**src/rtl/aprt_pkg.sv**
```systemverilog
// package: constants, register map and carrier types for alert pin routing
package aprt_pkg;

   // ----------------------------------------------------------------
   // register port geometry
   // ----------------------------------------------------------------
   localparam int ADDR_W = 8;
   localparam int DATA_W = 24;

   // ----------------------------------------------------------------
   // register offsets
   // ----------------------------------------------------------------
   localparam logic [7:0] OFS_ROUTE1 = 8'h27;
   localparam logic [7:0] OFS_ROUTE2 = 8'h28;
   localparam logic [7:0] OFS_ALERT_EN = 8'h40;
   localparam logic [7:0] OFS_PIN_FN = 8'h41;
   localparam logic [7:0] OFS_IRQ_STAT = 8'h42;
   localparam logic [7:0] OFS_IRQ_MASK = 8'h43;

   // ----------------------------------------------------------------
   // routing field layout (same for both pins and the enable register)
   // ----------------------------------------------------------------
   localparam int FLD_OC_LSB = 20;
   localparam int FLD_UC_LSB = 16;
   localparam int FLD_OV_LSB = 12;
   localparam int FLD_UV_LSB = 8;
   localparam int FLD_OP_LSB = 4;
   localparam int BIT_ACC = 3;
   localparam int BIT_CNT = 2;
   localparam int BIT_CC = 1;
   localparam int BIT_RSVD = 0;
   localparam logic [23:0] ROUTE_MASK = 24'hFFFFFE;
   localparam logic [23:0] RST_ROUTE = 24'h000000;

   // ----------------------------------------------------------------
   // pin function and interrupt bits
   // ----------------------------------------------------------------
   localparam int FN_PIN1 = 0;
   localparam int FN_PIN2 = 1;
   localparam logic [1:0] RST_PIN_FN = 2'h0;
   localparam int IRQ_W = 3;
   localparam int IRQ_CONV = 0;
   localparam int IRQ_PIN1 = 1;
   localparam int IRQ_PIN2 = 2;
   localparam logic [2:0] RST_IRQ = 3'h0;

   // ----------------------------------------------------------------
   // timing
   // ----------------------------------------------------------------
   localparam int CLK_PERIOD_NS = 4;
   localparam int PULSE_TIME_NS = 5000;
   localparam int PULSE_CYCLES = (PULSE_TIME_NS + CLK_PERIOD_NS - 1) / CLK_PERIOD_NS;
   localparam int PULSE_CNT_W = 11;

   // ----------------------------------------------------------------
   // types
   // ----------------------------------------------------------------
   // per-channel vectors: bit 3 is channel 1, bit 0 is channel 4
   typedef struct packed {
      logic [3:0] oc;
      logic [3:0] uc;
      logic [3:0] ov;
      logic [3:0] uv;
      logic [3:0] op;
      logic acc_full;
      logic cnt_full;
   } aprt_cond_t;

   typedef enum logic [1:0] {
      ST_IDLE = 2'b01,
      ST_HIGH = 2'b10
   } aprt_pulse_st_t;

   typedef struct packed {
      aprt_pulse_st_t st;
      logic [PULSE_CNT_W-1:0] cnt;
      logic pulse;
   } aprt_pulse_state_t;

   typedef struct packed {
      logic [23:0] route1;
      logic [23:0] route2;
      logic [23:0] alert_en;
      logic [1:0] pin_fn;
      logic [2:0] irq_stat;
      logic [2:0] irq_mask;
      logic [23:0] rdata;
      logic pin1;
      logic pin2;
      logic pin1_oe_n;
      logic pin2_oe_n;
      logic slow;
      logic irq;
   } aprt_state_t;

endpackage

```
**src/rtl/aprt_top.sv**
```systemverilog
// alert pin routing: routing registers, alert pins, interrupt
`timescale 1ns/1ps
`default_nettype none

// Function
// - first pin routes channel 2-4 overpower
// - bit 3 routes accumulator fullness
// - bit 2 routes sample count fullness
// - bit 1 gives pulse per conversion
// - pulse needs alert function; slow lost
// - bit 0 always reads zero
// - second route register at 28H, zero reset
// - second register acts only in alert mode
// - bits 23-20 route overcurrent
// - bits 19-16 route undercurrent
// - bits 15-8 route over/undervoltage
// - low bits route power, fullness, pulse
module aprt_top (
   // clock and reset
   input wire logic clk_i,
   input wire logic rst_i,
   // register port
   input wire logic [aprt_pkg::ADDR_W-1:0] addr_i,
   input wire logic [aprt_pkg::DATA_W-1:0] wdata_i,
   input wire logic wr_i,
   input wire logic rd_i,
   output logic [aprt_pkg::DATA_W-1:0] rdata_o,
   // monitor conditions
   input wire aprt_pkg::aprt_cond_t cond_i,
   input wire logic conv_done_i,
   // first multi-function pin
   input wire logic pin1_i,
   output logic pin1_o,
   output logic pin1_oe_n_o,
   output logic slow_mode_o,
   // second multi-function pin
   output logic pin2_o,
   output logic pin2_oe_n_o,
   // interrupt
   output logic irq_o
);

   // ----------------------------------------------------------------
   // helpers
   // ----------------------------------------------------------------

   // one routed hit decision, shared by both pins
   function automatic logic route_hit(input logic [23:0] cond_vec,
                                      input logic [23:0] route,
                                      input logic [23:0] enable);
      logic [23:0] en_eff;
      en_eff = enable;
      en_eff[aprt_pkg::BIT_CC] = 1'b1; // conversion pulse is not a limit alert
      route_hit = |(cond_vec & route & en_eff & aprt_pkg::ROUTE_MASK);
   endfunction

   // ----------------------------------------------------------------
   // conversion pulse
   // ----------------------------------------------------------------

   logic cc_pulse;

   aprt_pulse #(
      .CYCLES(aprt_pkg::PULSE_CYCLES)
   ) u_pulse (
      .clk_i(clk_i),
      .rst_i(rst_i),
      .trig_i(conv_done_i),
      .pulse_o(cc_pulse)
   );

   // ----------------------------------------------------------------
   // condition vector in register layout
   // ----------------------------------------------------------------

   logic [23:0] cond_vec;

   // bit 0 stays zero: nothing is routed through the unimplemented bit
   assign cond_vec = {cond_i.oc, cond_i.uc, cond_i.ov, cond_i.uv, cond_i.op,
                      cond_i.acc_full, cond_i.cnt_full, cc_pulse, 1'b0};

   // ----------------------------------------------------------------
   // state
   // ----------------------------------------------------------------

   aprt_pkg::aprt_state_t s_reg;
   aprt_pkg::aprt_state_t s_next;
   logic wr_route1;
   logic wr_route2;
   logic wr_en;
   logic wr_fn;
   logic wr_stat;
   logic wr_mask;
   logic hit1;
   logic hit2;
   logic fn1;
   logic fn2;
   logic [2:0] events;

   // address decode; strobes never overlap
   assign wr_route1 = wr_i && (addr_i == aprt_pkg::OFS_ROUTE1);
   assign wr_route2 = wr_i && (addr_i == aprt_pkg::OFS_ROUTE2);
   assign wr_en = wr_i && (addr_i == aprt_pkg::OFS_ALERT_EN);
   assign wr_fn = wr_i && (addr_i == aprt_pkg::OFS_PIN_FN);
   assign wr_stat = wr_i && (addr_i == aprt_pkg::OFS_IRQ_STAT);
   assign wr_mask = wr_i && (addr_i == aprt_pkg::OFS_IRQ_MASK);

   // pin decisions use the stored registers, so a write acts one cycle later
   assign fn1 = s_reg.pin_fn[aprt_pkg::FN_PIN1];
   assign fn2 = s_reg.pin_fn[aprt_pkg::FN_PIN2];
   assign hit1 = route_hit(cond_vec, s_reg.route1, s_reg.alert_en);
   assign hit2 = route_hit(cond_vec, s_reg.route2, s_reg.alert_en);

   // next state
   always_comb begin
      s_next = s_reg;
      events = '0;

      // register writes; bit 0 of the route and enable registers is masked off so it always reads zero
      if (wr_route1) begin
         s_next.route1 = wdata_i & aprt_pkg::ROUTE_MASK;
      end
      if (wr_route2) begin
         s_next.route2 = wdata_i & aprt_pkg::ROUTE_MASK;
      end
      if (wr_en) begin
         s_next.alert_en = wdata_i & aprt_pkg::ROUTE_MASK;
      end
      if (wr_fn) begin
         s_next.pin_fn = wdata_i[1:0];
      end
      if (wr_mask) begin
         s_next.irq_mask = wdata_i[2:0];
      end

      // first pin: driven only in alert function, else it is the slow input
      if (fn1) begin
         s_next.pin1 = hit1;
         s_next.pin1_oe_n = 1'b0;
         s_next.slow = 1'b0;
      end else begin
         s_next.pin1 = 1'b0;
         s_next.pin1_oe_n = 1'b1;
         s_next.slow = pin1_i;
      end

      // second pin: routing has no effect outside alert function
      if (fn2) begin
         s_next.pin2 = hit2;
         s_next.pin2_oe_n = 1'b0;
      end else begin
         s_next.pin2 = 1'b0;
         s_next.pin2_oe_n = 1'b1;
      end

      // sticky events; a set in the clear cycle wins
      events[aprt_pkg::IRQ_CONV] = conv_done_i;
      events[aprt_pkg::IRQ_PIN1] = s_next.pin1 && !s_reg.pin1;
      events[aprt_pkg::IRQ_PIN2] = s_next.pin2 && !s_reg.pin2;
      if (wr_stat) begin
         s_next.irq_stat = s_reg.irq_stat & ~wdata_i[2:0];
      end
      s_next.irq_stat = s_next.irq_stat | events;
      s_next.irq = |(s_next.irq_stat & s_next.irq_mask);

      // read data stands one cycle only; unmapped reads return zero
      s_next.rdata = '0;
      if (rd_i) begin
         case (addr_i)
            aprt_pkg::OFS_ROUTE1: s_next.rdata = s_reg.route1;
            aprt_pkg::OFS_ROUTE2: s_next.rdata = s_reg.route2;
            aprt_pkg::OFS_ALERT_EN: s_next.rdata = s_reg.alert_en;
            aprt_pkg::OFS_PIN_FN: s_next.rdata = {22'h000000, s_reg.pin_fn};
            aprt_pkg::OFS_IRQ_STAT: s_next.rdata = {21'h000000, s_reg.irq_stat};
            aprt_pkg::OFS_IRQ_MASK: s_next.rdata = {21'h000000, s_reg.irq_mask};
            default: s_next.rdata = '0;
         endcase
      end
   end

   // state register; all fields clear at reset except pin1_oe_n and pin2_oe_n, which reset to one
   always_ff @(posedge clk_i) begin
      if (rst_i) begin
         s_reg.route1 <= aprt_pkg::RST_ROUTE;
         s_reg.route2 <= aprt_pkg::RST_ROUTE;
         s_reg.alert_en <= aprt_pkg::RST_ROUTE;
         s_reg.pin_fn <= aprt_pkg::RST_PIN_FN;
         s_reg.irq_stat <= aprt_pkg::RST_IRQ;
         s_reg.irq_mask <= aprt_pkg::RST_IRQ;
         s_reg.rdata <= '0;
         s_reg.pin1 <= 1'b0;
         s_reg.pin2 <= 1'b0;
         s_reg.pin1_oe_n <= 1'b1;
         s_reg.pin2_oe_n <= 1'b1;
         s_reg.slow <= 1'b0;
         s_reg.irq <= 1'b0;
      end else begin
         s_reg <= s_next;
      end
   end

   // ----------------------------------------------------------------
   // outputs
   // ----------------------------------------------------------------

   // every output is a field of the state register
   assign rdata_o = s_reg.rdata;
   assign pin1_o = s_reg.pin1;
   assign pin1_oe_n_o = s_reg.pin1_oe_n;
   assign slow_mode_o = s_reg.slow;
   assign pin2_o = s_reg.pin2;
   assign pin2_oe_n_o = s_reg.pin2_oe_n;
   assign irq_o = s_reg.irq;

   // ----------------------------------------------------------------
   // checks
   // ----------------------------------------------------------------

   AST_PIN1_OVERPOWER: assert property (@(posedge clk_i) disable iff (rst_i)
      (fn1 && |(cond_i.op[2:0] & s_reg.route1[6:4] & s_reg.alert_en[6:4]))
      |=> pin1_o)
      else $error("routed overpower did not drive first pin");

   AST_ACC_ROUTE: assert property (@(posedge clk_i) disable iff (rst_i)
      (fn2 && cond_i.acc_full && s_reg.route2[aprt_pkg::BIT_ACC]
       && s_reg.alert_en[aprt_pkg::BIT_ACC]) |=> pin2_o)
      else $error("accumulator fullness not routed");

   AST_CNT_ROUTE: assert property (@(posedge clk_i) disable iff (rst_i)
      (fn1 && cond_i.cnt_full && s_reg.route1[aprt_pkg::BIT_CNT]
       && s_reg.alert_en[aprt_pkg::BIT_CNT]) |=> pin1_o)
      else $error("sample count fullness not routed");

   AST_CC_PULSE: assert property (@(posedge clk_i) disable iff (rst_i)
      (fn1 && cc_pulse && s_reg.route1[aprt_pkg::BIT_CC] && !wr_i) |=> pin1_o)
      else $error("conversion pulse missing on first pin");

   AST_SLOW_OFF: assert property (@(posedge clk_i) disable iff (rst_i)
      fn1 |=> (!slow_mode_o && !pin1_oe_n_o))
      else $error("slow input active while pin is alert");

   AST_SLOW_PASS: assert property (@(posedge clk_i) disable iff (rst_i)
      !fn1 |=> (slow_mode_o == $past(pin1_i) && !pin1_o && pin1_oe_n_o))
      else $error("slow input not passed in slow mode");

   AST_BIT0_ZERO: assert property (@(posedge clk_i) disable iff (rst_i)
      (rd_i && (addr_i == aprt_pkg::OFS_ROUTE1 || addr_i == aprt_pkg::OFS_ROUTE2))
      |=> (rdata_o[aprt_pkg::BIT_RSVD] == 1'b0))
      else $error("unimplemented bit read as one");

   AST_ROUTE2_WRITE: assert property (@(posedge clk_i) disable iff (rst_i)
      wr_route2 |=> (s_reg.route2 == ($past(wdata_i) & aprt_pkg::ROUTE_MASK)))
      else $error("second route register write lost");

   AST_ROUTE2_READBACK: assert property (@(posedge clk_i) disable iff (rst_i)
      (wr_route2 ##1 (rd_i && addr_i == aprt_pkg::OFS_ROUTE2))
      |=> (rdata_o == ($past(wdata_i, 2) & aprt_pkg::ROUTE_MASK)))
      else $error("second route register read back wrong");

   AST_RESET_ZERO: assert property (@(posedge clk_i)
      rst_i |=> (s_reg.route1 == '0 && s_reg.route2 == '0))
      else $error("route registers not zero after reset");

   AST_PIN2_IDLE: assert property (@(posedge clk_i) disable iff (rst_i)
      !fn2 |=> (!pin2_o && pin2_oe_n_o))
      else $error("second pin driven outside alert function");

   AST_OC_ROUTE: assert property (@(posedge clk_i) disable iff (rst_i)
      (fn2 && |(cond_i.oc & s_reg.route2[23:20] & s_reg.alert_en[23:20])) |=> pin2_o)
      else $error("overcurrent not routed to second pin");

   AST_UC_ROUTE: assert property (@(posedge clk_i) disable iff (rst_i)
      (fn2 && |(cond_i.uc & s_reg.route2[19:16] & s_reg.alert_en[19:16])) |=> pin2_o)
      else $error("undercurrent not routed to second pin");

   AST_VOLT_ROUTE: assert property (@(posedge clk_i) disable iff (rst_i)
      (fn2 && |({cond_i.ov, cond_i.uv} & s_reg.route2[15:8] & s_reg.alert_en[15:8]))
      |=> pin2_o)
      else $error("voltage alert not routed to second pin");

   AST_LOW_ROUTE: assert property (@(posedge clk_i) disable iff (rst_i)
      (fn2 && |(cond_i.op & s_reg.route2[7:4] & s_reg.alert_en[7:4])) |=> pin2_o)
      else $error("overpower not routed to second pin");

   AST_NO_HIT_LOW: assert property (@(posedge clk_i) disable iff (rst_i)
      !hit2 |=> !pin2_o)
      else $error("second pin high with no routed condition");

   AST_IRQ_LEVEL: assert property (@(posedge clk_i) disable iff (rst_i)
      (conv_done_i && s_reg.irq_mask[aprt_pkg::IRQ_CONV] && !wr_mask) |=> irq_o)
      else $error("unmasked conversion event did not raise interrupt");

   // further checks on pins, storage and status
   AST_ROUTE1_WRITE: assert property (@(posedge clk_i) disable iff (rst_i)
      wr_route1 |=> (s_reg.route1 == ($past(wdata_i) & aprt_pkg::ROUTE_MASK)))
      else $error("first route register write lost");

   AST_NO_HIT1_LOW: assert property (@(posedge clk_i) disable iff (rst_i)
      !hit1 |=> !pin1_o)
      else $error("first pin high with no routed condition");

   AST_HIT2_HIGH: assert property (@(posedge clk_i) disable iff (rst_i)
      (fn2 && hit2) |=> pin2_o)
      else $error("second pin low although a condition is routed");

   AST_CC_PIN2: assert property (@(posedge clk_i) disable iff (rst_i)
      (fn2 && cc_pulse && s_reg.route2[aprt_pkg::BIT_CC]) |=> pin2_o)
      else $error("conversion pulse missing on second pin");

   // an unrouted pulse must not leak onto the pin
   AST_CC_OFF: assert property (@(posedge clk_i) disable iff (rst_i)
      (cc_pulse && !s_reg.route1[aprt_pkg::BIT_CC]
       && ((cond_vec[23:2] & s_reg.route1[23:2] & s_reg.alert_en[23:2]) == '0))
      |=> !pin1_o)
      else $error("unrouted conversion pulse reached first pin");

   AST_RSVD_CLEAR: assert property (@(posedge clk_i) disable iff (rst_i)
      !(s_reg.route1[aprt_pkg::BIT_RSVD] || s_reg.route2[aprt_pkg::BIT_RSVD]
        || s_reg.alert_en[aprt_pkg::BIT_RSVD]))
      else $error("unimplemented bit stored as one");

   AST_PIN2_DRIVE: assert property (@(posedge clk_i) disable iff (rst_i)
      fn2 |=> !pin2_oe_n_o)
      else $error("second pin not driven in alert function");

   // read data stands for one cycle only
   AST_RDATA_IDLE: assert property (@(posedge clk_i) disable iff (rst_i)
      !rd_i |=> (rdata_o == '0))
      else $error("read data outside answer cycle");

   AST_FN_READ: assert property (@(posedge clk_i) disable iff (rst_i)
      (rd_i && addr_i == aprt_pkg::OFS_PIN_FN) |=> (rdata_o[23:2] == '0))
      else $error("pin function upper bits read as one");

   // set wins over a clear in the same cycle
   AST_CONV_STAT: assert property (@(posedge clk_i) disable iff (rst_i)
      conv_done_i |=> s_reg.irq_stat[aprt_pkg::IRQ_CONV])
      else $error("conversion event not recorded");

   AST_STAT_STICKY: assert property (@(posedge clk_i) disable iff (rst_i)
      (s_reg.irq_stat[aprt_pkg::IRQ_CONV] && !(wr_stat && wdata_i[aprt_pkg::IRQ_CONV]))
      |=> s_reg.irq_stat[aprt_pkg::IRQ_CONV])
      else $error("status bit lost without clear");

endmodule

`default_nettype wire

```
**src/rtl/aprt_pulse.sv**
```systemverilog
// conversion-complete pulse stretcher
`timescale 1ns/1ps
`default_nettype none

module aprt_pulse #(
   parameter int CYCLES = aprt_pkg::PULSE_CYCLES
) (
   // clock and reset
   input wire logic clk_i,
   input wire logic rst_i,
   // trigger and stretched pulse
   input wire logic trig_i,
   output logic pulse_o
);

   aprt_pkg::aprt_pulse_state_t s_reg;
   aprt_pkg::aprt_pulse_state_t s_next;

   // retrigger restarts the count so back-to-back cycles never cut a pulse short
   always_comb begin
      s_next = s_reg;
      case (s_reg.st)
         aprt_pkg::ST_IDLE: begin
            if (trig_i) begin
               s_next.st = aprt_pkg::ST_HIGH;
               s_next.cnt = aprt_pkg::PULSE_CNT_W'(CYCLES - 1);
            end
         end
         aprt_pkg::ST_HIGH: begin
            if (trig_i) begin
               s_next.cnt = aprt_pkg::PULSE_CNT_W'(CYCLES - 1);
            end else if (s_reg.cnt == '0) begin
               s_next.st = aprt_pkg::ST_IDLE;
            end else begin
               s_next.cnt = s_reg.cnt - 1'b1;
            end
         end
         default: begin
            s_next.st = aprt_pkg::ST_IDLE;
            s_next.cnt = '0;
         end
      endcase
      s_next.pulse = (s_next.st == aprt_pkg::ST_HIGH);
   end

   // state register
   always_ff @(posedge clk_i) begin
      if (rst_i) begin
         s_reg <= '{st: aprt_pkg::ST_IDLE, cnt: '0, pulse: 1'b0};
      end else begin
         s_reg <= s_next;
      end
   end

   assign pulse_o = s_reg.pulse;

   // helper: length of the current high phase; restarts on the first cycle of
   // every fresh count, so a retrigger does not add the overlap cycle
   logic [aprt_pkg::PULSE_CNT_W:0] hi_len;
   always_ff @(posedge clk_i) begin
      if (rst_i) begin
         hi_len <= '0;
      end else if (pulse_o && s_reg.cnt == aprt_pkg::PULSE_CNT_W'(CYCLES - 1)) begin
         hi_len <= {{aprt_pkg::PULSE_CNT_W{1'b0}}, 1'b1};
      end else if (pulse_o) begin
         hi_len <= hi_len + 1'b1;
      end
   end

   AST_PULSE_LEN: assert property (@(posedge clk_i) disable iff (rst_i)
      $fell(pulse_o) |-> (hi_len == CYCLES))
      else $error("conversion pulse length wrong");

   AST_PULSE_START: assert property (@(posedge clk_i) disable iff (rst_i)
      trig_i |=> pulse_o [*8])
      else $error("conversion pulse did not start");

endmodule

`default_nettype wire

```
**config.mk**
```make
export PLATFORM = sky130hd
export DESIGN_NAME = aprt_top
export DESIGN_NICKNAME = d
export VERILOG_FILES = /design/src/rtl/aprt_pkg.sv /design/src/rtl/aprt_top.sv /design/src/rtl/aprt_pulse.sv
export SDC_FILE = /design/constraint.sdc
export NUM_CORES = 1
export LEC_CHECK = 0
export ABC_AREA = 0
export BUFFER_PORTS_ARGS = -buffer_cell sky130_fd_sc_hd__buf_2
export CAP_MARGIN = 10
export CORE_MARGIN = 4
export CORE_UTILIZATION = 40
export CTS_CLUSTER_DIAMETER = 200
export CTS_CLUSTER_SIZE = 16
export DETAILED_ROUTE_END_ITERATION = 10
export SYNTH_ARGS = -nofsm -noshare
export SYNTH_HDL_FRONTEND = slang
export SYNTH_SLANG_ARGS = --single-unit
```
**constraint.sdc**
```tcl
create_clock -name clk_i -period 2.54 [get_ports clk_i]
set_input_delay 0.635 -clock clk_i [delete_from_list [all_inputs] [get_ports clk_i]]
set_output_delay 0.635 -clock clk_i [all_outputs]
set_load 0.05 [all_outputs]
```
==> results.toml <==
[status]
run_status = "completed"

[clock_network]
cts.repair.resized = 0
clk_path_buf_depth = 2
cts_sinks = 121
clkLatencyLatePin_ns = 0.41
numCtsBuffers = 17
cts_tree = "done"
clk_pin_slew_ns = 0.05
cts_hold_buf = 0
cts_max_level = 4
postCtsSetupBuffers = 0
cts_root_buf = "clkbuf_16"

[critical_path]
r2r_cells = 5
cp_max_fo = 6
worstReg2RegStart = "u_pulse.s_reg[7]$_SDFFE_PP0P_"
crit_required_ns = 2.82
arrival_ns = 2.39
rr_endpoint = "u_pulse.s_reg[2]$_SDFFE_PP0P_"
critPathLaunchType = "primary input"
critical_path.startpoint = "addr_i[2]"
end_kind = "flop"
rrSetupSlack_ns = 0.48
critPathKind = "primary input to flop"

[logic_synthesis]
synth_xor_xnor_area_share_pct = 0.8278
synth_nets = 706
async_flop_share_pct = 0
yosysTopAreaCell = "dfxtp_1"
synth_compound_area_share_pct = 16.08
yosys.area_share.adder_pct = 0.7096
synth.area.mux_share_pct = 2.176
synthDominantCellAreaShare_pct = 45.79
yosysUniqueCellTypes = 49
synth-simple-area-share_pct = 27.15
synth-seq-cells = 121
syn_inst = 643
netlist_area_um2 = 5290
ys.flop_type = "dfxtp_1"
synth_top_family_by_area = "simple AND/OR/NAND/NOR gates"
synth_area_leaders = "dfxtp_1 46%, nand3_1 8.7%, nand2_1 7.4%"
ys_seq_area_share_pct = 45.79
yosysWarnings = 0
synth_edf_count = 0
synth.avg_cell_area_um2 = 8.227

[final_layout]
design_area_um2 = 6414
antenna_cells = 0
fin_nets = 776
layout-drive-gt1-share_pct = 20.47
largest_register_ffs = 75
area_growth_pct = 21.24
final_cell_mix = "121 x dfxtp_1, 104 x nand2_1, 92 x nand3_1"
final_common_cell = "dfxtp_1"
fillCellCount = 1212

[place]
placedInstanceArea_um2 = 5871
post-dp-hpwl_mm = 10.76
port_buffers = 89
gp_congestion = 0.8507

[sta]
rsz0062_at_grt = "false"
tightest_slew_ns = 0.5983
fin_crit_sh_pct = 83.16
slew_headroom_pct = 59.75
report.final.slew_viol_count = 0
post-route-min-period_ns = 2.112
fmax_ghz = 0.4734
finalHoldViolCount = 0
finalSetupViolations = 0
fin_tns_setup_ns = 0
skew_ns = 0.008029

[pwr]
pwr-share-seq_pct = 41.3
vdd_drop_max_uv = 618.5
p_int_w = 0.003667
netSwitchingFraction_pct = 25.59
p_sw_w = 0.001261
cellPowerDensity_nw_per_um2 = 768.5
leakage_nw = 2.424
comb_power_share_pct = 14.2
clockPowerShare_pct = 44.4

[worst_hold_path]
holdPathStages = 2
hold_path_end = "s_reg[39]$_SDFFE_PP0P_"
hp-start = "s_reg[39]$_SDFFE_PP0P_"
hold_path.class = "flop to flop"

[floorplan]
initial_core_util_pct = 41.41
die_width_um = 123
core_um2 = 12770
ios = 90
rows = 41
die_h_um = 123
design.die.area_um2 = 15130

[routing]
via_per_inst = 5.695
wl_mm = 15.81
wire_per_inst_um = 17.66
drcViolationCount = 0
drtIter0Drc = 582
firstDrtPassIters = 8
routed-via-count = 5097
ant_nets = 0

[grt]
overflow = 0
antenna_found_initial = 0
grt_pass1_wl_mm = 24.60
grt_usage_pct = 21.05
grt_pass1_vias = 4771
grt_max_degree = 51

[run]
max_cap_violations = 0
cell usage after synthesis (3+ instances only):
master / count
nor2b_1: 3
nand4b_1: 4
dfxtp_1: 121
nand3_1: 92
and4_1: 4
and2_1: 4
o31ai_1: 7
mux2i_1: 7
o21ai_0: 10
xor2_1: 4
nor3_1: 4
nor4_1: 4
nor2_1: 46
ha_1: 3
nand2_1: 104
a222oi_1: 23
clkbuf_1: 37
nand4_1: 6
or4_1: 3
buf_4: 26
and3_1: 5
inv_1: 12
a21oi_1: 75
nor3b_1: 3
worst max-delay path, stage by stage:
cell	delay, ns
buf_2	0.12
or4b_1	0.67
o31ai_1	0.43
nand3_1	0.12
o211ai_1	0.27
nand3_1	0.13
worst max-delay path by stage:
stage	endpoint	slack (ns)	depth (start not counted)
global route	irq_o$_SDFF_PP0_	0.28	6
global placement	irq_o$_SDFF_PP0_	0.07	6
finish	irq_o$_SDFF_PP0_	0.43	6
floorplan	s_reg[65]$_SDFFE_PP0P_	0.25	6
detailed placement	irq_o$_SDFF_PP0_	0.02	6
CTS	irq_o$_SDFF_PP0_	0.45	6
power by group through the flow:
| stage | Combinational [W] | Clock [W] | Sequential (W) |
|---|---|---|---|
| 5_1_grt | 0.000788 | 0.00232 | 0.00205 |
| 4_1_cts | 0.000700 | 0.00222 | 0.00204 |
| 2_1_floorplan | 0.000479 | 0 | 0.00206 |
| 6_report | 0.000702 | 0.00219 | 0.00204 |
| 3_3_place_gp | 0.000681 | 0 | 0.00207 |
| 3_5_place_dp | 0.000697 | 0 | 0.00207 |
layer usage:
metal | vias to the layer above | GRT usage, % | wire (um)
li1 | 2434 | - | -
met1 | 2449 | 28.05 | 6930
met2 | 194 | 32.90 | 7413
met3 | 20 | 5.444 | 1221
met4 | 0 | 7.958 | 240
met5 | - | 0 | 0
cells by family after synthesis:
family	Yosys count
xor+xnor	5
fa+ha+maj	3
mux	10
flops	121
compound gates	133
buf+inv	76
simple gates	295
per-stage QoR:
stage / hold slack, ns / cells / utilization (%) / total power (W) / setup WS [ns]
floorplan: 0.4102 / 643 / - / 0.002540 / 0.2527
CTS: 0.4615 / 895 / 50.21 / 0.004957 / 0.4513
global placement: 0.4495 / 866 / 45.96 / 0.002752 / 0.07179
detailed placement: 0.4538 / 866 / 45.96 / 0.002769 / 0.01805
global route: 0.4848 / 895 / 50.21 / 0.005150 / 0.2763
finish: 0.4604 / 895 / 50.21 / 0.004929 / 0.4276
layout make-up:
type / count / area, um2 / area share, %
multi-input cells: 446 / 2510 / 39.13
well taps: 172 / 215.2 / 3.355
flip-flops and latches: 121 / 2422 / 37.77
clock inverters: 2 / 10.01 / 0.1561
inverters: 12 / 45.04 / 0.7023
clock buffers: 27 / 533.0 / 8.311
repair buffers: 115 / 678.2 / 10.57
Note: power is estimated with default switching activity, not from simulation.
